<file path="config.mk">
export PLATFORM = sky130hd
export DESIGN_NAME = pcs_select_unit
export DESIGN_NICKNAME = d
export VERILOG_FILES = /design/src/logic/pcs_pkg.sv /design/src/logic/pcs_select_unit.sv /design/src/logic/pcs_clkdiv.sv /design/src/logic/pcs_match.sv
export VERILOG_INCLUDE_DIRS = /design/src /design/src/logic
export SDC_FILE = /design/constraint.sdc
export NUM_CORES = 1
export LEC_CHECK = 0
export BUFFER_PORTS_ARGS = -buffer_cell sky130_fd_sc_hd__buf_2
export CAP_MARGIN = 5
export CORE_ASPECT_RATIO = 2
export CORE_MARGIN = 10
export CORE_UTILIZATION = 55
export CTS_CLUSTER_DIAMETER = 60
export CTS_CLUSTER_SIZE = 10
export DETAILED_ROUTE_END_ITERATION = 8
export GPL_ROUTABILITY_DRIVEN = 0
export PLACE_DENSITY = 0.73
export SETUP_SLACK_MARGIN = 0.05
export SYNTH_ARGS = -nofsm -noshare
export SYNTH_HDL_FRONTEND = slang
export SYNTH_SLANG_ARGS = --single-unit
</file>
<file path="constraint.sdc">
create_clock -name clk_i -period 4.7 [get_ports clk_i]
set_input_delay 0.705 -clock clk_i [delete_from_list [all_inputs] [get_ports clk_i]]
set_output_delay 0.705 -clock clk_i [all_outputs]
set_load 0.03 [all_outputs]
</file>
<file path="src/logic/pcs_map.svh">
`ifndef PCS_MAP_SVH
`define PCS_MAP_SVH

`define PCS_NCS 12
`define PCS_NUP 5
`define PCS_UP_FIRST 7
`define PCS_ADR_PA0 8'h00
`define PCS_ADR_PA1 8'h04
`define PCS_ADR_CLK 8'h08
`define PCS_ADR_STRAP 8'h0c
`define PCS_ADR_STAT 8'h10
`define PCS_CS_IDX_OFS 5'd8
`define PCS_BASE_RST_BOOT 16'h0006
`define PCS_OPT_RST_BOOT 16'h7b70
`define PCS_REG_RST 16'h0000
`define PCS_B_ADDR 15:3
`define PCS_B_SIZE 2:0
`define PCS_O_SYNC 15
`define PCS_O_BYTE 14:13
`define PCS_O_WR 12
`define PCS_O_RD 11
`define PCS_O_STRB 10
`define PCS_O_DATA_SIZE_ACKNOWLEDGE 9:6
`define PCS_O_SPACE 5:4
`define PCS_O_IPL 3:1
`define PCS_O_AUTOVECTOR_REQUEST 0
`define PCS_DATA_SIZE_ACKNOWLEDGE_FAST 4'he
`define PCS_DATA_SIZE_ACKNOWLEDGE_EXT 4'hf
`define PCS_FC_CPU 3'h7
`define PCS_SIZE_BYTE 2'h1
`define PCS_SP_CPU 2'h0
`define PCS_SP_USER 2'h1
`define PCS_SP_SUPV 2'h2
`define PCS_SP_BOTH 2'h3
`define PCS_PF_SEL16 2'h3
`define PCS_PF_SEL8 2'h2
`define PCS_PF_ALT 2'h1
`define PCS_PF_DISC 2'h0
`define PCS_SLOW_PERIPHERAL_CLOCK_HALF8 4'h3
`define PCS_SLOW_PERIPHERAL_CLOCK_HALF16 4'h7
`define PCS_ADDR_UP_LO 19

`endif

</file>
<file path="src/logic/pcs_pkg.sv">
package pcs_pkg;
  typedef enum logic [1:0] {PCS_IDLE, PCS_RUN, PCS_END} pcs_state_t;
  typedef logic [15:0] pcs_reg_t;
endpackage

</file>
<file path="src/logic/pcs_select_unit.sv">
`timescale 1ns/100ps
`include "pcs_map.svh"
module pcs_select_unit (
  input wire logic clk_i,
  input wire logic rst_i,
  input wire logic wb_cyc_i,
  input wire logic wb_stb_i,
  input wire logic wb_we_i,
  input wire logic [7:0] wb_adr_i,
  input wire logic [3:0] wb_sel_i,
  input wire logic [31:0] wb_dat_i,
  output logic [31:0] wb_dat_o,
  output logic wb_ack_o,
  input wire logic [7:0] cfg_data_i,
  input wire logic acc_valid_i,
  input wire logic acc_ds_i,
  input wire logic [23:0] acc_addr_i,
  input wire logic [2:0] acc_fc_i,
  input wire logic acc_rw_i,
  input wire logic [1:0] acc_size_i,
  input wire logic [2:0] acc_ipl_i,
  input wire logic acc_internal_i,
  output logic [11:0] sel_n_o,
  output logic [4:0] upper_pin_o,
  output logic [1:0] data_size_acknowledge_n_o,
  output logic autovector_request_n_o
);
  pcs_pkg::pcs_reg_t base_q [`PCS_NCS];
  pcs_pkg::pcs_reg_t opt_q [`PCS_NCS];
  pcs_pkg::pcs_state_t state_q;
  logic [13:0] pa0_q;
  logic [9:0] pa1_q;
  logic [13:0] rst_pa0;
  logic [9:0] rst_pa1;
  logic [7:0] strap_q;
  logic div_q;
  logic ack_q;
  logic [31:0] dat_q;
  logic [31:0] rd_d;
  logic wr;
  logic [4:0] cs_idx;
  logic cs_adr;
  logic [11:0] hit;
  logic [11:0] hit_q;
  logic [11:0] is_sel;
  logic [11:0] port8;
  logic [11:0] act;
  logic [11:0] sel_n_q;
  logic [4:0] up_q;
  logic [4:0] cnt_q;
  logic [4:0] lim_d;
  logic [4:0] lim_q;
  logic term_d;
  logic term_q;
  logic autovector_request_d;
  logic autovector_request_q;
  logic p8_d;
  logic p8_q;
  logic sync_d;
  logic sync_q;
  logic sync_ok_q;
  logic done;
  logic [1:0] data_size_acknowledge_n_q;
  logic autovector_request_n_q;
  logic slow_peripheral_clock;
  logic slow_peripheral_clock_rise;

  function automatic logic [15:0] merge16(input logic [15:0] old, input logic [15:0] nw,
                                          input logic [1:0] sel);
    merge16 = {sel[1] ? nw[15:8] : old[15:8], sel[0] ? nw[7:0] : old[7:0]};
  endfunction

  // ---------------- reset pin-function straps ----------------
  assign rst_pa0[1:0] = cfg_data_i[0] ? `PCS_PF_SEL16 : `PCS_PF_SEL8;
  assign rst_pa0[7:2] = cfg_data_i[1] ? {3{`PCS_PF_SEL16}} : {3{`PCS_PF_ALT}};
  assign rst_pa0[13:8] = cfg_data_i[2] ? {3{`PCS_PF_SEL16}} : {3{`PCS_PF_ALT}};

  genvar k;
  generate
    for (k = 0; k < `PCS_NUP; k++) begin : g_up
      // pin k stays a select only while every controlling line at and above it is high
      assign rst_pa1[2*k+:2] = (&cfg_data_i[7:3+k]) ? `PCS_PF_SEL16 : `PCS_PF_ALT;
    end
  endgenerate

  // ---------------- wishbone slave ----------------
  assign wr = wb_cyc_i & wb_stb_i & wb_we_i & ~ack_q;
  assign cs_idx = wb_adr_i[7:3] - `PCS_CS_IDX_OFS;
  assign cs_adr = (wb_adr_i[7:6] != 2'h0) & (cs_idx < 5'(`PCS_NCS));

  always_ff @(posedge clk_i) begin
    if (rst_i) begin
      ack_q <= 1'b0;
    end else begin
      ack_q <= wb_cyc_i & wb_stb_i & ~ack_q;
    end
  end

  // strap is sampled every reset cycle, so the value held is the one at release
  always_ff @(posedge clk_i) begin
    if (rst_i) begin
      strap_q <= cfg_data_i;
      pa0_q <= rst_pa0;
      pa1_q <= rst_pa1;
    end else if (wr && wb_adr_i == `PCS_ADR_PA0) begin
      pa0_q <= 14'(merge16({2'h0, pa0_q}, wb_dat_i[15:0], wb_sel_i[1:0]));
    end else if (wr && wb_adr_i == `PCS_ADR_PA1) begin
      pa1_q <= 10'(merge16({6'h00, pa1_q}, wb_dat_i[15:0], wb_sel_i[1:0]));
    end
  end

  always_ff @(posedge clk_i) begin
    if (rst_i) begin
      div_q <= 1'b0;
    end else if (wr && wb_adr_i == `PCS_ADR_CLK && wb_sel_i[0]) begin
      div_q <= wb_dat_i[0];
    end
  end

  always_comb begin
    rd_d = 32'h0000_0000;
    if (cs_adr) begin
      rd_d[15:0] = wb_adr_i[2] ? opt_q[cs_idx[3:0]] : base_q[cs_idx[3:0]];
    end else begin
      unique case (wb_adr_i)
        `PCS_ADR_PA0: rd_d[13:0] = pa0_q;
        `PCS_ADR_PA1: rd_d[9:0] = pa1_q;
        `PCS_ADR_CLK: rd_d[0] = div_q;
        `PCS_ADR_STRAP: rd_d[7:0] = strap_q;
        `PCS_ADR_STAT: rd_d[12:0] = {state_q != pcs_pkg::PCS_IDLE, ~sel_n_q};
        default: rd_d = 32'h0000_0000;
      endcase
    end
  end

  always_ff @(posedge clk_i) begin
    if (rst_i) begin
      dat_q <= 32'h0000_0000;
    end else begin
      dat_q <= rd_d;
    end
  end

  assign wb_ack_o = ack_q;
  assign wb_dat_o = dat_q;

  // ---------------- per-circuit registers and compare ----------------
  genvar i;
  generate
    for (i = 0; i < `PCS_NCS; i++) begin : g_cs
      logic [1:0] pf;
      if (i < `PCS_UP_FIRST) begin : g_lo
        assign pf = pa0_q[2*i+:2];
      end else begin : g_hi
        assign pf = pa1_q[2*(i-`PCS_UP_FIRST)+:2];
      end
      assign is_sel[i] = pf[1];
      assign port8[i] = pf == `PCS_PF_SEL8;

      always_ff @(posedge clk_i) begin
        if (rst_i) begin
          base_q[i] <= (i == 0) ? `PCS_BASE_RST_BOOT : `PCS_REG_RST;
          opt_q[i] <= (i == 0) ? `PCS_OPT_RST_BOOT : `PCS_REG_RST;
        end else if (wr && cs_adr && cs_idx == 5'(i)) begin
          if (wb_adr_i[2]) begin
            opt_q[i] <= merge16(opt_q[i], wb_dat_i[15:0], wb_sel_i[1:0]);
          end else begin
            base_q[i] <= merge16(base_q[i], wb_dat_i[15:0], wb_sel_i[1:0]);
          end
        end
      end

      pcs_match u_match (
        .base_i(base_q[i]),
        .opt_i(opt_q[i]),
        .port8_i(port8[i]),
        .addr_i(acc_addr_i),
        .fc_i(acc_fc_i),
        .rw_i(acc_rw_i),
        .size_i(acc_size_i),
        .ipl_i(acc_ipl_i),
        .hit_o(hit[i])
      );

      // strobe choice lets a select act as output enable or read/write strobe
      assign act[i] = hit_q[i] & is_sel[i] & acc_valid_i & (state_q != pcs_pkg::PCS_IDLE) &
                      (~opt_q[i][`PCS_O_STRB] | acc_ds_i) &
                      (~opt_q[i][`PCS_O_SYNC] | sync_ok_q);
    end
  endgenerate

  // ---------------- internal termination source ----------------
  // lowest-numbered matching circuit with internal termination decides the answer
  always_comb begin
    term_d = 1'b0;
    lim_d = 5'h00;
    autovector_request_d = 1'b0;
    p8_d = 1'b0;
    sync_d = 1'b0;
    for (int n = `PCS_NCS - 1; n >= 0; n--) begin
      if (hit[n] && opt_q[n][`PCS_O_DATA_SIZE_ACKNOWLEDGE] != `PCS_DATA_SIZE_ACKNOWLEDGE_EXT) begin
        term_d = 1'b1;
        lim_d = (opt_q[n][`PCS_O_DATA_SIZE_ACKNOWLEDGE] == `PCS_DATA_SIZE_ACKNOWLEDGE_FAST) ? 5'h00 :
                5'({1'b0, opt_q[n][`PCS_O_DATA_SIZE_ACKNOWLEDGE]} + 5'h01);
        autovector_request_d = opt_q[n][`PCS_O_AUTOVECTOR_REQUEST] & (acc_fc_i == `PCS_FC_CPU);
        p8_d = port8[n];
        sync_d = opt_q[n][`PCS_O_SYNC];
      end
    end
  end

  assign done = term_q & (cnt_q >= lim_q) & (~sync_q | sync_ok_q);

  // ---------------- bus cycle sequencer ----------------
  always_ff @(posedge clk_i) begin
    if (rst_i) begin
      state_q <= pcs_pkg::PCS_IDLE;
      hit_q <= 12'h000;
      cnt_q <= 5'h00;
      lim_q <= 5'h00;
      term_q <= 1'b0;
      autovector_request_q <= 1'b0;
      p8_q <= 1'b0;
      sync_q <= 1'b0;
      sync_ok_q <= 1'b0;
    end else begin
      unique case (state_q)
        pcs_pkg::PCS_IDLE: begin
          if (acc_valid_i) begin
            state_q <= pcs_pkg::PCS_RUN;
            hit_q <= acc_internal_i ? 12'h000 : hit;
            term_q <= term_d & ~acc_internal_i;
            lim_q <= lim_d;
            autovector_request_q <= autovector_request_d;
            p8_q <= p8_d;
            sync_q <= sync_d;
            cnt_q <= 5'h00;
            sync_ok_q <= 1'b0;
          end
        end
        pcs_pkg::PCS_RUN: begin
          if (!acc_valid_i) begin
            state_q <= pcs_pkg::PCS_IDLE;
            hit_q <= 12'h000;
          end else begin
            if (cnt_q != 5'h1f) begin
              cnt_q <= cnt_q + 5'h01;
            end
            if (slow_peripheral_clock_rise) begin
              sync_ok_q <= 1'b1;
            end
            if (done) begin
              state_q <= pcs_pkg::PCS_END;
            end
          end
        end
        pcs_pkg::PCS_END: begin
          if (!acc_valid_i) begin
            state_q <= pcs_pkg::PCS_IDLE;
            hit_q <= 12'h000;
          end
        end
      endcase
    end
  end

  // ---------------- registered pin drivers ----------------
  always_ff @(posedge clk_i) begin
    if (rst_i) begin
      sel_n_q <= 12'hfff;
      data_size_acknowledge_n_q <= 2'h3;
      autovector_request_n_q <= 1'b1;
    end else begin
      sel_n_q <= ~act;
      if (state_q == pcs_pkg::PCS_RUN && acc_valid_i && done) begin
        // an 8-bit port answers on the low acknowledge line only
        data_size_acknowledge_n_q <= autovector_request_q ? 2'h3 : (p8_q ? 2'h2 : 2'h0);
        autovector_request_n_q <= ~autovector_request_q;
      end else if (!acc_valid_i) begin
        data_size_acknowledge_n_q <= 2'h3;
        autovector_request_n_q <= 1'b1;
      end
    end
  end

  // address pins follow the bus one clock late; fine for a latched address bus
  always_ff @(posedge clk_i) begin
    if (rst_i) begin
      up_q <= 5'h1f;
    end else begin
      for (int u = 0; u < `PCS_NUP; u++) begin
        unique case (pa1_q[2*u+:2])
          `PCS_PF_SEL16, `PCS_PF_SEL8: up_q[u] <= sel_n_q[`PCS_UP_FIRST+u];
          `PCS_PF_ALT: up_q[u] <= acc_addr_i[`PCS_ADDR_UP_LO+u];
          `PCS_PF_DISC: up_q[u] <= (u == `PCS_NUP - 1) ? slow_peripheral_clock : 1'b1;
        endcase
      end
    end
  end

  pcs_clkdiv u_clkdiv (
    .clk_i(clk_i),
    .rst_i(rst_i),
    .div16_i(div_q),
    .slow_peripheral_clock_o(slow_peripheral_clock),
    .rise_o(slow_peripheral_clock_rise)
  );

  assign sel_n_o = sel_n_q | ~is_sel;
  assign upper_pin_o = up_q;
  assign data_size_acknowledge_n_o = data_size_acknowledge_n_q;
  assign autovector_request_n_o = autovector_request_n_q;
endmodule // pcs_select_unit

</file>
<file path="src/logic/pcs_clkdiv.sv">
`timescale 1ns/100ps
`include "pcs_map.svh"
module pcs_clkdiv (
  input wire logic clk_i,
  input wire logic rst_i,
  input wire logic div16_i,
  output logic slow_peripheral_clock_o,
  output logic rise_o
);
  logic [3:0] cnt_q;
  logic slow_peripheral_clock_q;
  logic [3:0] half;

  assign half = div16_i ? `PCS_SLOW_PERIPHERAL_CLOCK_HALF16 : `PCS_SLOW_PERIPHERAL_CLOCK_HALF8;

  always_ff @(posedge clk_i) begin
    if (rst_i) begin
      cnt_q <= 4'h0;
      slow_peripheral_clock_q <= 1'b0;
    end else if (cnt_q >= half) begin
      cnt_q <= 4'h0;
      slow_peripheral_clock_q <= ~slow_peripheral_clock_q;
    end else begin
      cnt_q <= cnt_q + 4'h1;
    end
  end

  assign slow_peripheral_clock_o = slow_peripheral_clock_q;
  // one-cycle pulse in the cycle before the clock goes high
  assign rise_o = (cnt_q >= half) & ~slow_peripheral_clock_q;
endmodule // pcs_clkdiv

</file>
<file path="src/logic/pcs_match.sv">
`timescale 1ns/100ps
`include "pcs_map.svh"
module pcs_match (
  input wire logic [15:0] base_i,
  input wire logic [15:0] opt_i,
  input wire logic port8_i,
  input wire logic [23:0] addr_i,
  input wire logic [2:0] fc_i,
  input wire logic rw_i,
  input wire logic [1:0] size_i,
  input wire logic [2:0] ipl_i,
  output logic hit_o
);
  logic [12:0] mask;
  logic addr_ok;
  logic byte_ok;
  logic rw_ok;
  logic sp_ok;
  logic cpu;
  logic [1:0] byt;

  always_comb begin
    unique case (base_i[`PCS_B_SIZE])
      3'h0: mask = 13'h1fff;
      3'h1: mask = 13'h1ffc;
      3'h2: mask = 13'h1ff8;
      3'h3: mask = 13'h1fe0;
      3'h4: mask = 13'h1fc0;
      3'h5: mask = 13'h1f80;
      3'h6: mask = 13'h1f00;
      3'h7: mask = 13'h1e00;
    endcase
  end

  // base bits below the block size are ignored, so a misaligned base just aliases
  assign addr_ok = ((addr_i[23:11] ^ base_i[`PCS_B_ADDR]) & mask) == 13'h0000;
  assign byt = opt_i[`PCS_O_BYTE];
  assign byte_ok = port8_i ? (byt != 2'h0) :
                   ((byt[1] & ~addr_i[0]) |
                    (byt[0] & (addr_i[0] | (size_i != `PCS_SIZE_BYTE))));
  assign rw_ok = rw_i ? opt_i[`PCS_O_RD] : opt_i[`PCS_O_WR];
  assign cpu = fc_i == `PCS_FC_CPU;

  always_comb begin
    unique case (opt_i[`PCS_O_SPACE])
      `PCS_SP_CPU: sp_ok = cpu & ((opt_i[`PCS_O_IPL] == 3'h0) | (opt_i[`PCS_O_IPL] == ipl_i));
      `PCS_SP_USER: sp_ok = ~fc_i[2] & ~cpu;
      `PCS_SP_SUPV: sp_ok = fc_i[2] & ~cpu;
      `PCS_SP_BOTH: sp_ok = ~cpu;
    endcase
  end

  assign hit_o = addr_ok & byte_ok & rw_ok & sp_ok;
endmodule // pcs_match

</file>
==> results.txt <==
post-CTS setup repair buffer count = 0
via count of the first global-routing pass = 22.9k
area of the core = 50,900 um2
post-synthesis cell area = 28,400 um2
leakage power total = 11.3 nW
largest net degree at the start of global routing = 126
total grt overflow = 0
Critical Path RT = 5.23 ns
Initial Util = 55.7%
DRT antenna net count = 0
peak supply drop = 0.000297 V
power per unit of standard cell area = 331 nW/um2
number of hold-slack violations in the final timing report = 0
placed wire-length estimate = 77,400 um
highest cell delay on the worst timing path = 0.88 ns
total negative setup slack = 0 ns
wire length of the first global-routing pass = 153,000 um
number of buffers created by CTS = 55
count of cells resized by post-cts repair = 0
number of max-cap violations = 0
Clock Pin Slew Worst Setup and Hold Paths = 0.06 ns
flop and latch count out of synthesis = 488
die outline width = 181 um
outcome = complete, no violations
class of the tightest hold or removal check = in2reg
number of antenna violations at the first check in global routing = 18
category of the most critical setup path = in2reg
post-synthesis async set-or-reset flop share = 0%
number of vias after detailed routing = 23.0k
mean area per synthesized cell = 10.9 um2
number of remaining DRC errors = 0
post-synthesis to final-layout area growth = 9.45%
average wire per cell in the routed design = 32.5 um
sequential element share of the synthesized area = 49.1%
Primary FF master, synth = sky130_fd_sc_hd__edfxtp_1
PnR worst setup slack = 0.587 ns
kind of capture point of the worst setup path = register
GRT Resource Usage Total = 33.8%
count of pins on the block boundary = 146
deepest level of the CTS H-tree = 2
Clock Skew = 0.0252 ns
PortBufs = 101
wirelength, routed = 107,000 um
root buf cell = sky130_fd_sc_hd__clkbuf_16
WP data arrival = 4.64 ns
Top delay family on crit path = compound AO/OA/AOI/OAI gates
clock tree from TritonCTS = built
final design area excluding fillers = 31,000 um2
number of warnings reported in the yosys synthesis log = 0
transition at the pin with the smallest max-transition slack = 1.20 ns
Rel. slew slack = 17.5%
distinct cell type count of the synthesized netlist = 82
Routed met3 length = 10,700 um
critical path's slowest cell = sky130_fd_sc_hd__a2111oi_0
highest net fanout along the worst path = 32
Most Frequent Cell on Critical Path = sky130_fd_sc_hd__buf_4
maximum operating frequency = 243 MHz
unrepaired setup endpoints after global routing = false
maximum number of buffers from clock root to sink = 3
number of buffers inserted for hold repair after clock tree synthesis = 0
number of enable-type register cells in the synthesized netlist = 416
number of detailed-routing iterations run before antenna repair = 6
metal2 WL = 52,300 um
# fillers = 4,081
Buf/Inv on CP = 4
count of routing violations after the opening detailed-route iteration = 2,919
Vias per Instance = 6.94
clock insertion delay at the later pin of the skew report = 0.61 ns
final cycle utilization of the critical path = 87.5%
chain of cells forming the critical path = buf_2 -> buf_4 -> o21ai_0 -> a21o_1 -> a2111oi_0 -> nor4b_1 -> a2111oi_0 -> buf_4 -> o211ai_1 -> buf_4 -> a22oi_1
Site Rows = 117
share of post-route cells with drive strength above 1 = 14.1%
total setup violations reported at the end of the flow = 0
sort of element at the start of the critical path = input port
Top Layer Used = met5
count of pins over their slew limit = 0
fin nets = 2,736
post-synthesis instance total = 2,590
height of the die = 341 um
CTS sink count = 488
post-place instance area = 29,500 um2
area of the die = 61,600 um2
M1 wire length = 30,600 um
worst setup slack before clock tree synthesis = 0.119 ns
minimum clock period = 4.11 ns
## stage by stage
| stage | std cells | utilization (%) | power (W) | hold slack, ns |
|---|---|---|---|---|
| floorplan | 2605 | - | 0.00585 | 0.371 |
| global placement | 3226 | 57.9 | 0.00635 | 0.381 |
| detailed placement | 3226 | 57.9 | 0.00639 | 0.385 |
| CTS | 3306 | 60.9 | 0.0102 | 0.297 |
| global route | 3306 | 60.9 | 0.0105 | 0.314 |
| finish | 3310 | 60.9 | 0.0103 | 0.308 |
## flip-flops by register name, indices dropped and copies added (netlist names)
signal,count
wb_dat_o,16
div_q,1
sync_ok_q,1
autovector_request_q,1
autovector_request_n_o,1
pa0_q,14
wb_ack_o,1
term_q,1
base_q,192
sel_n_q,12
u_clkdiv.cnt_q,4
cnt_q,5
lim_q,5
sync_q,1
pa1_q,10
hit_q,12
u_clkdiv.slow_peripheral_clock_o,1
state_q,2
opt_q,192
p8_q,1
upper_pin_o,5
strap_q,8
data_size_acknowledge_n_o,2
## final cells by class
cell class | instances | area (um2) | area share, %
clock buffer | 78 | 1510 | 4.85
clock inverter | 2 | 16.3 | 0.0524
tap | 654 | 818 | 2.64
multi-input combinational | 1859 | 13400 | 43.3
inverter | 44 | 165 | 0.532
timing repair buffer | 181 | 1140 | 3.68
sequential | 488 | 13900 | 44.9
antenna | 4 | 10.0 | 0.0323
## synth_stat cells, types with 12 or more instances
master | count | area (um2)
sky130_fd_sc_hd__nor2_1 | 112 | 420
sky130_fd_sc_hd__xor2_1 | 92 | 806
sky130_fd_sc_hd__a221oi_1 | 18 | 158
sky130_fd_sc_hd__or3_1 | 18 | 113
sky130_fd_sc_hd__nand2b_1 | 42 | 263
sky130_fd_sc_hd__mux2i_1 | 58 | 581
sky130_fd_sc_hd__and2_1 | 321 | 2010
sky130_fd_sc_hd__and3_1 | 14 | 87.6
sky130_fd_sc_hd__ha_1 | 14 | 175
sky130_fd_sc_hd__nor3_1 | 91 | 455
sky130_fd_sc_hd__nor2b_1 | 28 | 175
sky130_fd_sc_hd__edfxtp_1 | 416 | 12500
sky130_fd_sc_hd__a21o_1 | 72 | 541
sky130_fd_sc_hd__nor4_1 | 17 | 106
sky130_fd_sc_hd__clkbuf_1 | 150 | 563
sky130_fd_sc_hd__or4_1 | 17 | 128
sky130_fd_sc_hd__buf_2 | 12 | 60.1
sky130_fd_sc_hd__o211ai_1 | 20 | 150
sky130_fd_sc_hd__buf_1 | 33 | 124
sky130_fd_sc_hd__or2_2 | 13 | 81.3
sky130_fd_sc_hd__mux4_2 | 97 | 2180
sky130_fd_sc_hd__nand3_1 | 57 | 285
sky130_fd_sc_hd__a21oi_1 | 80 | 400
sky130_fd_sc_hd__nand4b_1 | 15 | 131
sky130_fd_sc_hd__a31oi_1 | 40 | 250
sky130_fd_sc_hd__a211oi_1 | 19 | 143
sky130_fd_sc_hd__o21ai_0 | 103 | 515
sky130_fd_sc_hd__dfxtp_1 | 72 | 1440
sky130_fd_sc_hd__nand2_1 | 179 | 672
sky130_fd_sc_hd__xnor2_1 | 89 | 780
sky130_fd_sc_hd__nand4_1 | 41 | 257
sky130_fd_sc_hd__inv_1 | 44 | 165
sky130_fd_sc_hd__buf_4 | 18 | 135
sky130_fd_sc_hd__a22oi_1 | 37 | 278
## cell usage in the layout (no fill, tap or decap), drive strengths merged, types with 20 or more instances in the layout
cell type	n
nor3	91
o211ai	20
edfxtp	416
clkbuf	78
nand2b	42
a21o	72
a211oi	21
xor2	92
mux4	97
nand4	41
nor2b	28
dfxtp	72
a21oi	80
nand3	57
mux2i	58
inv	45
nand2	179
a31oi	40
and2	321
buf	181
o21ai	108
nor2	114
xnor2	89
a22oi	37
## metal layers
metal / global-route usage, % / vias to the layer above
met5: 0 / -
met2: 57.9 / 1808
met1: 32.2 / 10816
li1: - / 9647
met3: 7.44 / 688
met4: 34.6 / 16
## power breakdown
| part | internal, W | total (W) | leakage, nW | switching (W) |
|---|---|---|---|---|
| logic | 0.000428 | 0.00131 | 5.82 | 0.000878 |
| registers | 0.00487 | 0.00509 | 4.76 | 0.000212 |
| clock network | 0.00218 | 0.00388 | 0.732 | 0.00170 |
## path summary, 6_finish.rpt
kind,start,end,slack (ns),depth (start not counted)
max,acc_ipl_i[0],p8_q$_SDFFE_PP0P_,0.59,11
min,cfg_data_i[3],strap_q[3]$_DFFE_PP_,0.31,1
max reg2reg,opt_q[10][1]$_SDFFCE_PN0P_,autovector_request_q$_SDFFE_PP0P_,0.62,11
min reg2reg,hit_q[10]$_SDFFE_PP0P_,sel_n_q[10]$_SDFF_PP1_,0.41,1
## cell families after synthesis
logic type	count (synthesis)	share of synthesized area, %
AND/OR/NAND/NOR	994	19.1
AO/OA/AOI/OAI	495	11.9
flip-flops	488	49.1
buffers and inverters	258	3.73
XOR/XNOR	181	5.59
multiplexers	159	9.91
adder cells (fa/ha/maj)	14	0.618
other	1	0.0132
(Power assumes the default switching activity.)
